--- src/tch_pkg.sv ---
// Purpose: shared constants for the telematics command handler
// Assumes: 10 MHz system clock, 32-bit AHB-Lite register bus
// Notes:   all offsets are byte addresses of aligned words

package tch_pkg;

  // ----------------------------------------------------------------
  // timing
  // ----------------------------------------------------------------
  localparam longint CLK_HZ         = 10_000_000;
  localparam longint DOOR_PULSE_S   = 5;
  localparam longint ANT_LOSS_S     = 30;
  localparam int     DOOR_PULSE_CYC = int'(DOOR_PULSE_S * CLK_HZ);
  localparam int     ANT_LOSS_CYC   = int'(ANT_LOSS_S * CLK_HZ);

  // ----------------------------------------------------------------
  // command identifiers
  // ----------------------------------------------------------------
  localparam logic [3:0] CMD_POSITION   = 4'h1;
  localparam logic [3:0] CMD_DOOR       = 4'h2;
  localparam logic [3:0] CMD_START_OFF  = 4'h3;
  localparam logic [3:0] CMD_START_ON   = 4'h4;
  localparam logic [3:0] CMD_FENCE1     = 4'h5;
  localparam logic [3:0] CMD_FENCE2     = 4'h6;
  localparam logic [3:0] CMD_FENCE3     = 4'h7;
  localparam logic [3:0] CMD_STATUS     = 4'h8;
  localparam logic [3:0] CMD_FENCE_OFF  = 4'h9;

  // ----------------------------------------------------------------
  // report layout
  // ----------------------------------------------------------------
  localparam int         RPT_W     = 45;
  localparam int         LAT_W     = 21;
  localparam int         LON_W     = 22;
  localparam int         SPEED_W   = 6;
  localparam int         AGE_W     = 11;
  localparam logic       ID_POS    = 1'b0;
  localparam logic       ID_STATUS = 1'b1;
  localparam logic [2:0] FENCE_NONE = 3'h0;

  // ----------------------------------------------------------------
  // register offsets
  // ----------------------------------------------------------------
  localparam logic [7:0] OFS_CMD      = 8'h00;
  localparam logic [7:0] OFS_LAT      = 8'h04;
  localparam logic [7:0] OFS_LON      = 8'h08;
  localparam logic [7:0] OFS_FIX      = 8'h0c;
  localparam logic [7:0] OFS_VEH      = 8'h10;
  localparam logic [7:0] OFS_AGE      = 8'h14;
  localparam logic [7:0] OFS_STATE    = 8'h18;
  localparam logic [7:0] OFS_ORG_LAT  = 8'h1c;
  localparam logic [7:0] OFS_ORG_LON  = 8'h20;
  localparam logic [7:0] OFS_RPT_LO   = 8'h24;
  localparam logic [7:0] OFS_RPT_HI   = 8'h28;

  // ----------------------------------------------------------------
  // field positions and reset values
  // ----------------------------------------------------------------
  localparam int VEH_BATT_LSB  = 0;
  localparam int VEH_RSSI_LSB  = 8;
  localparam int VEH_SPEED_LSB = 16;
  localparam int VEH_GPS_LSB   = 24;
  localparam logic STARTER_RST = 1'b1;

  typedef enum logic [0:0] {
    TCH_RPT_IDLE = 1'b0,
    TCH_RPT_SEND = 1'b1
  } tch_rpt_state_t;

endpackage

--- src/tch_command_handler.sv ---
// Purpose: decode paged commands into relay, geo-fence and report actions
// Assumes: commands come from radio logic on clk_sys_i; pins are asynchronous
// Notes:   reports leave as one 45-bit word with a valid/ready handshake

`timescale 1ns/1ps

// Behaviour
// - command 1 queues a position report
// - position report carries 21-bit latitude and 22-bit longitude
// - every report opens with one message identifier bit
// - position report ends with fresh-fix flag, set only for a new fix
// - command 2 pulses door output high for 5 seconds
// - command 3 drives starter output low, latched
// - command 4 drives starter output high, latched
// - command 5 selects fence 1 and stores current position as origin
// - command 6 selects fence 2 and stores current position as origin
// - command 7 selects fence 3 and stores current position as origin
// - command 9 turns geo-fence monitoring off
// - command 8 queues a status report
// - status report: 8-bit battery then 8-bit signal strength
// - status report: 6-bit speed, 2.86 mph per count
// - status report: 11-bit fix age in 64-second units
// - status report: 3-bit receiver status, then 3-bit active fence
// - status report: fence violation flag
// - status report: door flag then starter flag
// - status report ends with low then high impact sensor states
// - antenna lost about 30 seconds then restored sends a status report
// - status report is exactly 45 bits; position report is also 45 bits, filling the whole 45-bit word
module tch_command_handler
  import tch_pkg::*;
#(
  parameter int DOOR_CYC = DOOR_PULSE_CYC,
  parameter int ANT_CYC  = ANT_LOSS_CYC
)(
  // clock, reset, enable
  input  wire logic              clk_sys_i,
  input  wire logic              reset_i,
  input  wire logic              ce_i,
  // ahb-lite slave
  input  wire logic              hsel_i,
  input  wire logic [31:0]       haddr_i,
  input  wire logic [1:0]        htrans_i,
  input  wire logic              hwrite_i,
  input  wire logic [2:0]        hsize_i,
  input  wire logic [31:0]       hwdata_i,
  input  wire logic              hready_i,
  output logic [31:0]            hrdata_o,
  output logic                   hreadyout_o,
  output logic                   hresp_o,
  // paged command from radio
  input  wire logic              cmd_valid_i,
  input  wire logic [3:0]        cmd_id_i,
  // fence monitor and pins
  input  wire logic              fence_violation_i,
  input  wire logic              antenna_ok_i,
  input  wire logic              crash_low_i,
  input  wire logic              crash_high_i,
  output logic                   door_unlock_o,
  output logic                   starter_enable_o,
  // reverse channel report
  output logic                   report_valid_o,
  output logic [RPT_W-1:0]       report_data_o,
  input  wire logic              report_ready_i
);

  // ----------------------------------------------------------------
  // pin synchronisers
  // ----------------------------------------------------------------
  logic [2:0] pin_meta;
  logic [2:0] pin_sync;

  always_ff @(posedge clk_sys_i)
  begin
    if (reset_i)
    begin
      pin_meta <= 3'h0;
      pin_sync <= 3'h0;
    end
    else if (ce_i)
    begin
      pin_meta <= {crash_high_i, crash_low_i, antenna_ok_i};
      pin_sync <= pin_meta;
    end
  end

  logic ant_ok;
  logic crash_low;
  logic crash_high;
  assign ant_ok     = pin_sync[0];
  assign crash_low  = pin_sync[1];
  assign crash_high = pin_sync[2];

  // ----------------------------------------------------------------
  // bus slave
  // ----------------------------------------------------------------
  logic              dph_wr;
  logic [7:0]        dph_addr;
  logic              aph_take;
  logic              bus_cmd_pend;
  logic [3:0]        bus_cmd_id;
  logic [LAT_W-1:0]  cur_lat;
  logic [LON_W-1:0]  cur_lon;
  logic              fresh_fix;
  logic [7:0]        batt;
  logic [7:0]        rssi;
  logic [SPEED_W-1:0] speed;
  logic [2:0]        gps_stat;
  logic [AGE_W-1:0]  fix_age;

  // a stalled clock enable stalls the bus too, so no transfer is lost
  assign hreadyout_o = ce_i;
  assign hresp_o     = 1'b0;
  assign aph_take    = hsel_i && htrans_i[1] && hready_i;

  always_ff @(posedge clk_sys_i)
  begin
    if (reset_i)
    begin
      dph_wr   <= 1'b0;
      dph_addr <= 8'h00;
    end
    else if (ce_i)
    begin
      dph_wr   <= aph_take && hwrite_i;
      dph_addr <= haddr_i[7:0];
    end
  end

  logic wr_cmd;
  logic wr_fix;
  assign wr_cmd = ce_i && dph_wr && dph_addr == OFS_CMD;
  assign wr_fix = ce_i && dph_wr && dph_addr == OFS_FIX;

  always_ff @(posedge clk_sys_i)
  begin
    if (reset_i)
    begin
      cur_lat  <= '0;
      cur_lon  <= '0;
      batt     <= 8'h00;
      rssi     <= 8'h00;
      speed    <= '0;
      gps_stat <= 3'h0;
      fix_age  <= '0;
    end
    else if (ce_i && dph_wr)
    begin
      case (dph_addr)
        OFS_LAT: cur_lat <= hwdata_i[LAT_W-1:0];
        OFS_LON: cur_lon <= hwdata_i[LON_W-1:0];
        OFS_VEH:
        begin
          batt     <= hwdata_i[VEH_BATT_LSB +: 8];
          rssi     <= hwdata_i[VEH_RSSI_LSB +: 8];
          speed    <= hwdata_i[VEH_SPEED_LSB +: SPEED_W];
          gps_stat <= hwdata_i[VEH_GPS_LSB +: 3];
        end
        OFS_AGE: fix_age <= hwdata_i[AGE_W-1:0];
        default: ;
      endcase
    end
  end

  // ----------------------------------------------------------------
  // command source: radio port wins, bus command waits while cmd_valid_i is high
  // ----------------------------------------------------------------
  logic       cmd_go;
  logic [3:0] cmd_id;
  assign cmd_go = cmd_valid_i || bus_cmd_pend;
  assign cmd_id = cmd_valid_i ? cmd_id_i : bus_cmd_id;

  always_ff @(posedge clk_sys_i)
  begin
    if (reset_i)
    begin
      bus_cmd_pend <= 1'b0;
      bus_cmd_id   <= 4'h0;
    end
    else if (ce_i)
    begin
      if (wr_cmd)
      begin
        bus_cmd_pend <= 1'b1;
        bus_cmd_id   <= hwdata_i[3:0];
      end
      else if (!cmd_valid_i)
      begin
        bus_cmd_pend <= 1'b0;
      end
    end
  end

  logic [3:0] last_cmd;
  always_ff @(posedge clk_sys_i)
  begin
    if (reset_i)
      last_cmd <= 4'h0;
    else if (ce_i && cmd_go)
      last_cmd <= cmd_id;
  end

  // ----------------------------------------------------------------
  // relays
  // ----------------------------------------------------------------
  logic [31:0] door_cnt;

  always_ff @(posedge clk_sys_i)
  begin
    if (reset_i)
    begin
      door_unlock_o <= 1'b0;
      door_cnt      <= 32'h0;
    end
    else if (ce_i)
    begin
      if (cmd_go && cmd_id == CMD_DOOR)
      begin
        door_unlock_o <= 1'b1;
        door_cnt      <= 32'(DOOR_CYC - 1);
      end
      else if (door_cnt != 32'h0)
        door_cnt <= door_cnt - 32'h1;
      else
        door_unlock_o <= 1'b0;
    end
  end

  always_ff @(posedge clk_sys_i)
  begin
    if (reset_i)
      starter_enable_o <= STARTER_RST;
    else if (ce_i && cmd_go)
    begin
      if (cmd_id == CMD_START_OFF)
        starter_enable_o <= 1'b0;
      else if (cmd_id == CMD_START_ON)
        starter_enable_o <= 1'b1;
    end
  end

  // ----------------------------------------------------------------
  // geo-fence selection
  // ----------------------------------------------------------------
  logic [2:0]       fence_sel;
  logic [LAT_W-1:0] org_lat;
  logic [LON_W-1:0] org_lon;
  logic             fence_viol;

  always_ff @(posedge clk_sys_i)
  begin
    if (reset_i)
    begin
      fence_sel <= FENCE_NONE;
      org_lat   <= '0;
      org_lon   <= '0;
    end
    else if (ce_i && cmd_go)
    begin
      case (cmd_id)
        CMD_FENCE1,
        CMD_FENCE2,
        CMD_FENCE3:
        begin
          fence_sel <= 3'(cmd_id - CMD_FENCE1 + 4'h1);
          org_lat   <= cur_lat;
          org_lon   <= cur_lon;
        end
        CMD_FENCE_OFF: fence_sel <= FENCE_NONE;
        default: ;
      endcase
    end
  end

  // the distance check lives outside; its verdict only counts while armed
  assign fence_viol = fence_violation_i && fence_sel != FENCE_NONE;

  // ----------------------------------------------------------------
  // antenna loss watch
  // ----------------------------------------------------------------
  logic [31:0] ant_cnt;
  logic        ant_long;
  logic        ant_restore;

  assign ant_long = ant_cnt >= 32'(ANT_CYC);

  always_ff @(posedge clk_sys_i)
  begin
    if (reset_i)
      ant_cnt <= 32'h0;
    else if (ce_i)
    begin
      if (ant_ok)
        ant_cnt <= 32'h0;
      else if (!ant_long)
        ant_cnt <= ant_cnt + 32'h1;
    end
  end

  assign ant_restore = ant_ok && ant_long;

  // ----------------------------------------------------------------
  // report requests and packing
  // ----------------------------------------------------------------
  logic           pos_req;
  logic           stat_req;
  tch_rpt_state_t rpt_state;
  logic           load_pos;
  logic           load_stat;

  assign load_pos  = rpt_state == TCH_RPT_IDLE && pos_req;
  assign load_stat = rpt_state == TCH_RPT_IDLE && !pos_req && stat_req;

  always_ff @(posedge clk_sys_i)
  begin
    if (reset_i)
    begin
      pos_req  <= 1'b0;
      stat_req <= 1'b0;
    end
    else if (ce_i)
    begin
      if (cmd_go && cmd_id == CMD_POSITION)
        pos_req <= 1'b1;
      else if (load_pos)
        pos_req <= 1'b0;
      if ((cmd_go && cmd_id == CMD_STATUS) || ant_restore)
        stat_req <= 1'b1;
      else if (load_stat)
        stat_req <= 1'b0;
    end
  end

  always_ff @(posedge clk_sys_i)
  begin
    if (reset_i)
      fresh_fix <= 1'b0;
    else if (ce_i)
    begin
      if (wr_fix)
        fresh_fix <= hwdata_i[0];
      else if (load_pos)
        fresh_fix <= 1'b0;
    end
  end

  always_ff @(posedge clk_sys_i)
  begin
    if (reset_i)
    begin
      rpt_state     <= TCH_RPT_IDLE;
      report_data_o <= '0;
    end
    else if (ce_i)
    begin
      case (rpt_state)
        TCH_RPT_IDLE:
        begin
          if (load_pos)
          begin
            report_data_o <= {ID_POS, cur_lat, cur_lon, fresh_fix};
            rpt_state     <= TCH_RPT_SEND;
          end
          else if (load_stat)
          begin
            report_data_o <= {ID_STATUS, batt, rssi, speed, fix_age,
                              gps_stat, fence_sel, fence_viol,
                              door_unlock_o, starter_enable_o,
                              crash_low, crash_high};
            rpt_state     <= TCH_RPT_SEND;
          end
        end
        TCH_RPT_SEND:
        begin
          if (report_ready_i)
            rpt_state <= TCH_RPT_IDLE;
        end
        default: rpt_state <= TCH_RPT_IDLE;
      endcase
    end
  end

  assign report_valid_o = rpt_state == TCH_RPT_SEND;

  // ----------------------------------------------------------------
  // read data, registered in the address phase
  // ----------------------------------------------------------------
  // trade-off: zero wait states, but a read right behind a write
  // to the same word returns the value before that write
  logic [31:0] next_rdata;

  always_comb
  begin
    next_rdata = 32'h0;
    case (haddr_i[7:0])
      OFS_CMD:     next_rdata = {28'h0, last_cmd};
      OFS_LAT:     next_rdata = 32'(cur_lat);
      OFS_LON:     next_rdata = 32'(cur_lon);
      OFS_FIX:     next_rdata = {31'h0, fresh_fix};
      OFS_VEH:     next_rdata = {5'h0, gps_stat, 2'h0, speed, rssi, batt};
      OFS_AGE:     next_rdata = 32'(fix_age);
      OFS_STATE:   next_rdata = {19'h0, stat_req, pos_req, report_valid_o,
                                 ant_ok, crash_high, crash_low,
                                 fence_viol, starter_enable_o,
                                 door_unlock_o, 1'b0, fence_sel};
      OFS_ORG_LAT: next_rdata = 32'(org_lat);
      OFS_ORG_LON: next_rdata = 32'(org_lon);
      OFS_RPT_LO:  next_rdata = report_data_o[31:0];
      OFS_RPT_HI:  next_rdata = {19'h0, report_data_o[RPT_W-1:32]};
      default:     next_rdata = 32'h0;
    endcase
  end

  always_ff @(posedge clk_sys_i)
  begin
    if (reset_i)
      hrdata_o <= 32'h0;
    else if (ce_i && aph_take && !hwrite_i)
      hrdata_o <= next_rdata;
  end

endmodule

--- config.mk ---
export PLATFORM = sky130hd
export DESIGN_NAME = tch_command_handler
export DESIGN_NICKNAME = d
export VERILOG_FILES = /design/src/tch_pkg.sv /design/src/tch_command_handler.sv
export SDC_FILE = /design/constraint.sdc
export NUM_CORES = 1
export LEC_CHECK = 0
export BUFFER_PORTS_ARGS = -buffer_cell sky130_fd_sc_hd__buf_2
export CAP_MARGIN = 20
export CORE_ASPECT_RATIO = 0.7
export CORE_MARGIN = 4
export CORE_UTILIZATION = 51
export DETAILED_ROUTE_END_ITERATION = 6
export HOLD_SLACK_MARGIN = 0.15
export PLACE_DENSITY = 0.82
export REMOVE_ABC_BUFFERS = 1
export SLEW_MARGIN = 10
export SYNTH_ARGS = -nofsm -noshare
export SYNTH_HDL_FRONTEND = slang
export SYNTH_SLANG_ARGS = --single-unit
--- constraint.sdc ---
create_clock -name clk_sys_i -period 5 [get_ports clk_sys_i]
set_input_delay 1 -clock clk_sys_i [delete_from_list [all_inputs] [get_ports clk_sys_i]]
set_output_delay 1 -clock clk_sys_i [all_outputs]
set_load 0.005 [all_outputs]
## Word-level counts from Yosys, hierarchy flattened

Index checks and enable logic that the tools add are counted.

- $add $sub $neg: 4
- Mux-type cells: 24
- Reductions and logical operators: 49
- Bitwise operators: 1
- Equal/unequal tests: 27
- Magnitude comparators: 1

Operator list:

| operator | count |
|---|---|
| case mux 32 bit (11 select lines) | 1 |
| two-way mux 32 bit | 4 |
| two-way mux 45 bit | 2 |
| equality test 8 x 5 -> 1 bit, second input constant | 6 |
| adder 32 x 1 -> 32 bit, second input constant | 1 |
| equality test 8 x 4 -> 1 bit, second input constant | 4 |
| greater-or-equal comparator 32 x 29 -> 1 bit, second input constant | 1 |
| nonzero test 32 bit | 1 |
| subtractor 32 x 1 -> 32 bit, second input constant | 1 |
| AND reduction 2 bit | 15 |
| equality test 8 x 6 -> 1 bit, second input constant | 3 |
| logical AND 1 bit | 17 |
| equality test 4 x 3 -> 1 bit, second input constant | 4 |
| equality test 8 x 3 -> 1 bit, second input constant | 2 |
| zero test 8 bit | 2 |
| two-way mux 1 bit | 14 |
| nonzero test 2 bit | 7 |
| equality test 4 x 2 -> 1 bit, second input constant | 2 |
| equality test 4 bit, second input constant | 2 |
| case mux 3 bit (2 select lines) | 1 |
| equality test 4 x 1 -> 1 bit, second input constant | 1 |
| two-way mux 4 bit | 1 |
| inequality test 2 bit, second input constant | 2 |
| adder 3 x 1 -> 3 bit, second input constant | 1 |
| other kinds (9) | 11 |

- Register bits after elaboration: 296
- Input bits: 85

## Depth between registers and ports, before layout

Gate-level depths: netlist (run 1).

- Depth after elaboration: 6
- Gate-level depth with buffers: 8
- Depth with buffers taken out: 7

## Worst setup path before layout (run 1)

OpenSTA, ideal clock, no wires.

- Path kind: input-to-reg
- From: in haddr_i[7]
- To: reg hrdata_o[9]
- Path slack: 2.134 ns
- Stages on the path: 7
- Arrival: 2.770 ns
- Data required time: 4.905 ns
- Buffers on the path: 3
- Cells stage by stage: clkbuf_1 > or4b_2 > clkbuf_1 > nor2_1 > buf_2 > a221oi_1 > a221oi_1

- Cells in the longest elaborated chain, start to end: 2
- Elaborated cells on any way between the ends: 12
- Those cells by class: eq/ne (10); mux (1); reduce/logical (1)

RTL lines:

| what | RTL line | source |
|---|---|---|
| from (decl) | tch_command_handler.sv:41 | `input wire logic [31:0] haddr_i,` |
| equality test 8 x 6 -> 1 bit, or another cell as far along | tch_command_handler.sv:394 | `case (haddr_i[7:0])` |
| case mux 32 bit (11 select lines) * | tch_command_handler.sv:394 |  |
| to (signal assigned) | tch_command_handler.sv:418 | `hrdata_o <= next_rdata;` |
| to (decl) | tch_command_handler.sv:47 | `output logic [31:0] hrdata_o,` |

Every way passes the cells marked *; elsewhere a longest branch is shown, timed or not.
A chain may end at the register's enable or synchronous reset.

## Worst setup path in the final report (run 1)

- From: in haddr_i[2]
- To: reg hrdata_o[26]

The elaborated chain is that of the path after synthesis.

==> key figures, run 1 <==
Global route
  • Total GRT Usage: 0.286
  • First-pass GRT wire length: 66,800 um
  • Via count of the first global-routing pass: ~12,000
  • Initial antenna violation count: 1
  • Largest net degree at the start of global routing: 116
  • Gr ovfl total: 0

Floorplanning
  • Initial Utilization: 0.519
  • Row Count: 49
  • Die area: between 20,000 and 30,000 sq um
  • Die H: 143 um
  • I/O Pins: 167
  • Die W: about 200 um
  • Placeable Area: between 20,000 and 30,000 sq um

Power
  • P_int: 0.00428 W
  • Peak VDD IR: around 0.33 mV
  • Static Leak: approximately 5.7 nW
  • Sequential fraction of design power: 0.419
  • Pwr Density: 405 nW/um^2
  • Clock power frac: 0.379
  • Sw frac: 0.309
  • Combinational share of power: 0.201
  • Pwr Total: around 0.0062 W
  • Net switching power: around 0.0019 W

Logic synthesis
  • Synth area leader: dfxtp_1
  • Seq/Total Area, Yosys: 0.444
  • FF+latch count, synth: 296
  • Synth Area per Inst: 8.58 sq um
  • Top_reg_cell synth: dfxtp_1
  • Async set-or-reset flop fraction in the synthesized netlist: 0
  • Synthesized cell area: 13,400 sq um
  • Top area cells in the synthesized netlist: dfxtp_1 44%, mux2i_1 8.4%, nand2_1 6.4%
  • Top cell type's share of synthesized area: 0.444
  • Synth Instances: 1,557
  • Yosys cell types: 77
  • Number of synthesis warnings: 0
  • Post-synth EDFFs: 0

Setup path
  • Setup crit start kind: input pin
  • Arr. time, crit path: 3.63 ns
  • Critical path, cell by cell: buf_2, or4b_2, nor3_2, a22oi_1, a21oi_1
  • Max FO, Critical Path: 21
  • Worst Reg-to-Reg Cells: 5
  • Worst reg2reg setup slack: 2.27 ns
  • Worst R2R End: door_cnt[6]
  • Reg2reg start: door_cnt[15]
  • Worst endpoint required time: about 5.5 ns
  • CP endpoint kind: register
  • Critical Path Start: haddr_i[2]
  • Max stage delay on crit path: 0.98 ns
  • Setup crit end: hrdata_o[26]
  • Crit path kind: in -> reg
  • Max stage delay cell, worst path: or4b_2

Timing
  • RSZ-0062 raised after global routing: false
  • Max-slew violation count: 0
  • Slew headroom: 0.280
  • Actual slew at the worst max-slew pin: 1.08 ns
  • Layout Skew: 0.0104 ns
  • Max Freq: between 300 and 400 MHz
  • Final Hold Viols: 0
  • Period Utilization, post-route: 0.631
  • Setup TNS: 0 ns
  • Minimum clock period: 3.15 ns
  • Setup violations, final: 0

Clock network
  • CTS sink cnt: 296
  • Setup bufs post-CTS: 0
  • CTS-repair resized insts: 0
  • Reg clk slew, reported paths: 0.07 ns
  • Skew-Pair Late Insertion Delay: 0.55 ns
  • CTS root buffer: clkbuf_16
  • Max Buffers Root-to-Sink: 3
  • H-tree levels: 1
  • CTS Hold Buffers Added: 0
  • Cts bufs inserted: 28
  • CTS tree: yes

Finish
  • Fillers: 2,189
  • # diodes: 0
  • Final nets: around 1,700
  • Share of post-route cells with drive strength above 1: 0.148
  • Sequential Area: 5930 sq um
  • Multi-input logic area: between 7000 and 8000 sq um
  • Commonest non-fill, non-tap cell in the layout: dfxtp_1
  • Area Overhead vs Synth: 14.5%
  • Commonest non-fill, non-tap cells in the layout: 296 x dfxtp_1, 227 x nand2_1, 153 x nor2_1

Routing
  • Iter 0 DRT Violations: 1,903
  • Detailed Route WL: between 40,000 and 50,000 um
  • First-pass DRT Iterations: 7
  • DR WL/cell: 22.0 um
  • Vias/cell: between 6 and 7
  • DRT antenna net count: 0
  • # DRC: 5
  • Routed vias: 12,800

Placed design
  • Gpl congestion: 0.907
  • Buffers on Ports: 130
  • HPWL after DPL: 28,200 um

Outcome
  • Failing checks: DRC
  • Status: finished with violations

Min path
  • Hold crit path type: reg -> reg

Flow run
  • Max_cap viols: 0
## cell families after synthesis
logic type / after synthesis / share of synthesized area
AO/OA/AOI/OAI: 427 / 0.215
XOR/XNOR: 4 / 0.00262
adder cells (fa/ha/maj): 4 / 0.00375
buffers and inverters: 131 / 0.0395
flip-flops: 296 / 0.444
multiplexers: 116 / 0.0873
other: 1 / 0.000281
AND/OR/NAND/NOR: 578 / 0.208
## how the worst min path moves through the flow
stage | startpoint | slack, ns | end | cells past startpoint
after floorplan | org_lat[11] | 0.43 | org_lat[11] | 2
after global placement | org_lon[16] | 0.44 | org_lon[16] | 2
after detailed placement | org_lat[3] | 0.45 | org_lat[3] | 2
after CTS | org_lon[6] | 0.45 | org_lon[6] | 2
after global routing | org_lat[16] | 0.47 | org_lat[16] | 2
final | org_lat[16] | 0.46 | org_lat[16] | 2
## synthesized netlist by cell type (5+ instances only)
cell / count
a211oi_1: 52
a21oi_1: 141
a222oi_1: 20
a22o_1: 26
a22oi_1: 35
a31oi_1: 15
and2_1: 9
and3_1: 7
buf_1: 12
buf_2: 5
clkbuf_1: 97
dfxtp_1: 296
inv_1: 9
mux2i_1: 112
nand2_1: 227
nand2b_1: 14
nand3_1: 24
nand3b_1: 9
nand4_1: 12
nor2_1: 155
nor3_1: 15
nor3b_1: 6
nor4_1: 10
nor4b_1: 5
o211ai_1: 10
o21ai_0: 55
o22ai_1: 5
o31ai_1: 20
or3_1: 29
or4_1: 28
## power by group through the flow
stage	Combinational [W]	Sequential, W	Clock, W
floorplan	0.000881	0.00261	0
detailed placement	0.00120	0.00264	0
finish	0.00125	0.00260	0.00235
global route	0.00136	0.00261	0.00246
CTS	0.00121	0.00259	0.00235
global placement	0.00115	0.00263	0
## cell type report
| cell class | count | share of cell area |
|---|---|---|
| multi-input combinational | 1130 | 0.458 |
| sequential | 296 | 0.388 |
| timing repair buffer | 157 | 0.0575 |
| clock buffer | 38 | 0.0536 |
| tap | 331 | 0.0271 |
| clock inverter | 13 | 0.0130 |
| inverter | 11 | 0.00270 |
## critical path, delay by kind of cell
kind	cells	cell delay, ns
buf+inv	1	0.42
simple gates	2	1.84
compound gates	2	0.35
## sequential cells by signal, indices dropped and copies added, names as in the netlist, 11 cells and up
name / cells
hrdata_o: 32
fix_age: 11
door_cnt: 32
org_lon: 22
cur_lat: 21
cur_lon: 22
org_lat: 21
report_data_o: 45
ant_cnt: 32
## metal layers
layer	part of all wire	track usage	vias up	wire (um)
met5	0.00030	0	-	13
met4	0.039	0.112	2	1690
met3	0.12	0.0859	179	5360
met2	0.42	0.418	767	18100
met1	0.42	0.399	6015	18300
li1	-	-	5835	-
## per-stage QoR
| step | utilization | setup WS, ns | cell area (sq um) | instances | hold slack, ns |
|---|---|---|---|---|---|
| 2_1_floorplan | - | 0.630 | 12900 | 1437 | 0.427 |
| 3_3_place_gp | 0.553 | 1.49 | 14200 | 1924 | 0.441 |
| 3_5_place_dp | 0.553 | 1.41 | 14200 | 1924 | 0.447 |
| 4_1_cts | 0.593 | 1.97 | 15300 | 1975 | 0.455 |
| 5_1_grt | 0.594 | 1.83 | 15300 | 1976 | 0.471 |
| 6_report | 0.594 | 1.85 | 15300 | 1976 | 0.457 |
(Power assumes the default switching activity.)
==> inputs of run 2 (changes only) <==
ABC_AREA = 1   (was default)
PLACE_DENSITY = 0.84   (was 0.82)
clock period = 2.9 ns   (was 5 ns; I/O delays follow)
==> key figures, run 2 <==
Clock network
  • H-tree levels: 1
  • CTS Hold Buffers Added: 0
  • Skew-Pair Late Insertion Delay: 0.56 ns
  • CTS tree: yes
  • Cts bufs inserted: 27
  • CTS root buffer: clkbuf_16
  • Max Buffers Root-to-Sink: 3
  • CTS-repair resized insts: 0
  • CTS sink cnt: 296
  • Reg clk slew, reported paths: about 0.07 ns
  • Setup bufs post-CTS: 0

Routing
  • # DRC: 0
  • DR WL/cell: 18.1 um
  • Vias/cell: 5.74
  • Iter 0 DRT Violations: 1,897
  • DRT antenna net count: 0
  • Detailed Route WL: 47,900 um
  • Routed vias: ~15,000
  • First-pass DRT Iterations: 5

Timing
  • Final Hold Viols: 0
  • Period Utilization, post-route: 0.744
  • Setup TNS: 0 ns
  • Max-slew violation count: 0
  • Minimum clock period: 2.16 ns
  • Slew headroom: 0.511
  • RSZ-0062 raised after global routing: false
  • Actual slew at the worst max-slew pin: between 0.7 and 0.8 ns
  • Max Freq: 464 MHz
  • Setup violations, final: 0
  • Layout Skew: 0.0208 ns

Logic synthesis
  • Synth cell count leaders: 596 x nand2_1, 333 x nor2_1, 296 x dfxtp_1, 206 x o21ai_0, 197 x a21oi_1
  • Synth Area per Inst: 6.66 sq um
  • Adder and majority cell fraction of the synthesized area: 0.00346
  • Post-Synth Simple-Gate Area: 0.320
  • Synth Area in XOR/XNOR: 0.0151
  • Largest family of logic cells by synthesized area: simple AND/OR/NAND/NOR gates
  • Synth Instances: 2,171
  • Number of synthesis warnings: 0
  • Compound-Gate Fraction of Synth Area: 0.177
  • Top_reg_cell synth: dfxtp_1
  • Seq/Total Area, Yosys: 0.410
  • FF+latch count, synth: 296
  • Top cell type's share of synthesized area: 0.410
  • Yosys cell types: 43
  • Mux cell area share after synthesis: 0
  • Post-synth EDFFs: 0
  • Synth area leader: dfxtp_1
  • Async set-or-reset flop fraction in the synthesized netlist: 0
  • Synthesized cell area: between 10,000 and 15,000 sq um
  • Top area cells in the synthesized netlist: dfxtp_1 41%, nand2_1 15%, nor2_1 8.6%
  • Top-count cell post-synth: nand2_1

Placed design
  • Buffers on Ports: 130
  • HPWL after DPL: 32,200 um
  • Gpl congestion: 0.988

Global route
  • Initial antenna violation count: 3
  • Total GRT Usage: 0.296
  • Largest net degree at the start of global routing: between 100 and 150
  • Grt peak-use layer: met1
  • GRT met2 Usage: 0.435
  • GR Util met3: 0.0763
  • GR Util met1: 0.436
  • Via count of the first global-routing pass: between 10,000 and 15,000
  • First-pass GRT wire length: 75,300 um
  • Gr ovfl total: 0

Floorplanning
  • Die area: 31,100 sq um
  • Die H: about 150 um
  • Placeable Area: 27,900 sq um
  • I/O Pins: 167
  • Initial Utilization: 0.518
  • Die W: 209 um
  • Row Count: 51

Setup path
  • Arr. time, crit path: 2.65 ns
  • Crit path kind: reg -> reg
  • CP endpoint kind: register
  • Setup crit start kind: register
  • Reg2reg start: ant_cnt[0]
  • Worst endpoint required time: 3.39 ns
  • Max FO, Critical Path: 6
  • Worst R2R End: ant_cnt[28]
  • Worst Reg-to-Reg Cells: 9
  • Worst reg2reg setup slack: 0.74 ns

Outcome
  • Status: finished clean

Finish
  • Sequential Area: slightly below 6000 sq um
  • Fillers: 2,591
  • Final nets: 2,342
  • Multi-input logic area: 7470 sq um
  • Share of post-route cells with drive strength above 1: 0.130
  • Commonest non-fill, non-tap cells in the layout: 595 x nand2_1, 331 x nor2_1, 296 x dfxtp_1
  • Max reg flops: 45
  • Area Overhead vs Synth: 13.2%
  • Most flop-heavy register: report_data_o
  • Commonest non-fill, non-tap cell in the layout: nand2_1

Power
  • Static Leak: 6.93 nW
  • Pwr Total: 0.0121 W
  • Peak VDD IR: about 0.73 mV
  • Pwr Density: 738 nW/um^2

Min path
  • Hold crit path type: in -> reg
  • Worst hold path startpoint: crash_high_i
  • Worst Hold Path EP: pin_meta[2]
  • Hold Path Stages: 3

Flow run
  • Max_cap viols: 0
==> run 2: cell types whose count changed after synthesis, moves of 102 or more <==
cell / before / now
inv_1: 9 / 132
mux2i_1: 112 / 0
nand2_1: 227 / 596
nand3_1: 24 / 126
nor2_1: 155 / 333
o21ai_0: 55 / 206
==> run 2: per-stage QoR <==
step                      cell area (sq um)   util  instances  hold slack, ns  setup slack [ns]
after floorplan                       13900      -       2054           0.427            -0.732
after global placement                15400  0.551       2594           0.432             0.495
after detailed placement              15400  0.551       2594           0.448             0.474
after CTS                             16300  0.586       2643           0.242             0.746
after global routing                  16400  0.587       2645           0.260             0.505
final                                 16400  0.587       2646           0.242             0.743
==> run 2: power by group <==
group / internal, W / total (W) / switching, W / leakage, nW
Combinational: 0.00121 / 0.00352 / 0.00231 / 4.07
Clock: 0.00225 / 0.00392 / 0.00167 / 0.466
Sequential: 0.00432 / 0.00463 / 0.000313 / 2.39
==> run 2: cells by family (layout without fill, tap and decap cells) <==
| group | count (synthesis) | count (layout) |
|---|---|---|
| other cells | 1 | 3 |
| simple gates | 1122 | 1122 |
| xor+xnor | 25 | 25 |
| compound gates | 468 | 468 |
| buf+inv | 255 | 357 |
| flops | 296 | 296 |
| fa+ha+maj | 4 | 4 |
==> run 2: area by class of cell <==
type | instances | share of cell area
multi-input cells | 1620 | 0.456
flip-flops and latches | 296 | 0.362
repair buffers | 170 | 0.0625
clock buffers | 35 | 0.0474
inverters | 138 | 0.0318
well taps | 371 | 0.0284
clock inverters | 14 | 0.0115
diodes | 2 | 0.000306
==> run 2: per-layer routing <==
| layer | wire length (um) | part of all wire |
|---|---|---|
| met1 | 20100 | 0.42 |
| met3 | 6490 | 0.14 |
| met2 | 20300 | 0.42 |
| met5 | 27 | 0.00056 |
| met4 | 1020 | 0.021 |
==> run 2: worst max path at each step <==
stage	start	to	slack (ns)	cells past startpoint
4_1_cts	ant_cnt[0]	ant_cnt[28]	0.75	9
5_1_grt	ant_cnt[0]	ant_cnt[28]	0.51	9
6_report	ant_cnt[0]	ant_cnt[28]	0.74	9
3_3_place_gp	ce_i	org_lon[10]	0.50	9
3_5_place_dp	ce_i	org_lon[2]	0.47	9
2_1_floorplan	pos_req	report_data_o[10]	-0.73	5
==> run 2: worst max-delay path, cell delays in order, from the launching register on <==
cell     delay (ns)
dfxtp_1        0.43
ha_1           0.30
nand2_1        0.12
nor2_2         0.26
nand2_1        0.23
nor2_2         0.25
nand4_1        0.13
nor3_1         0.15
nand2_1        0.07
a21oi_1        0.15
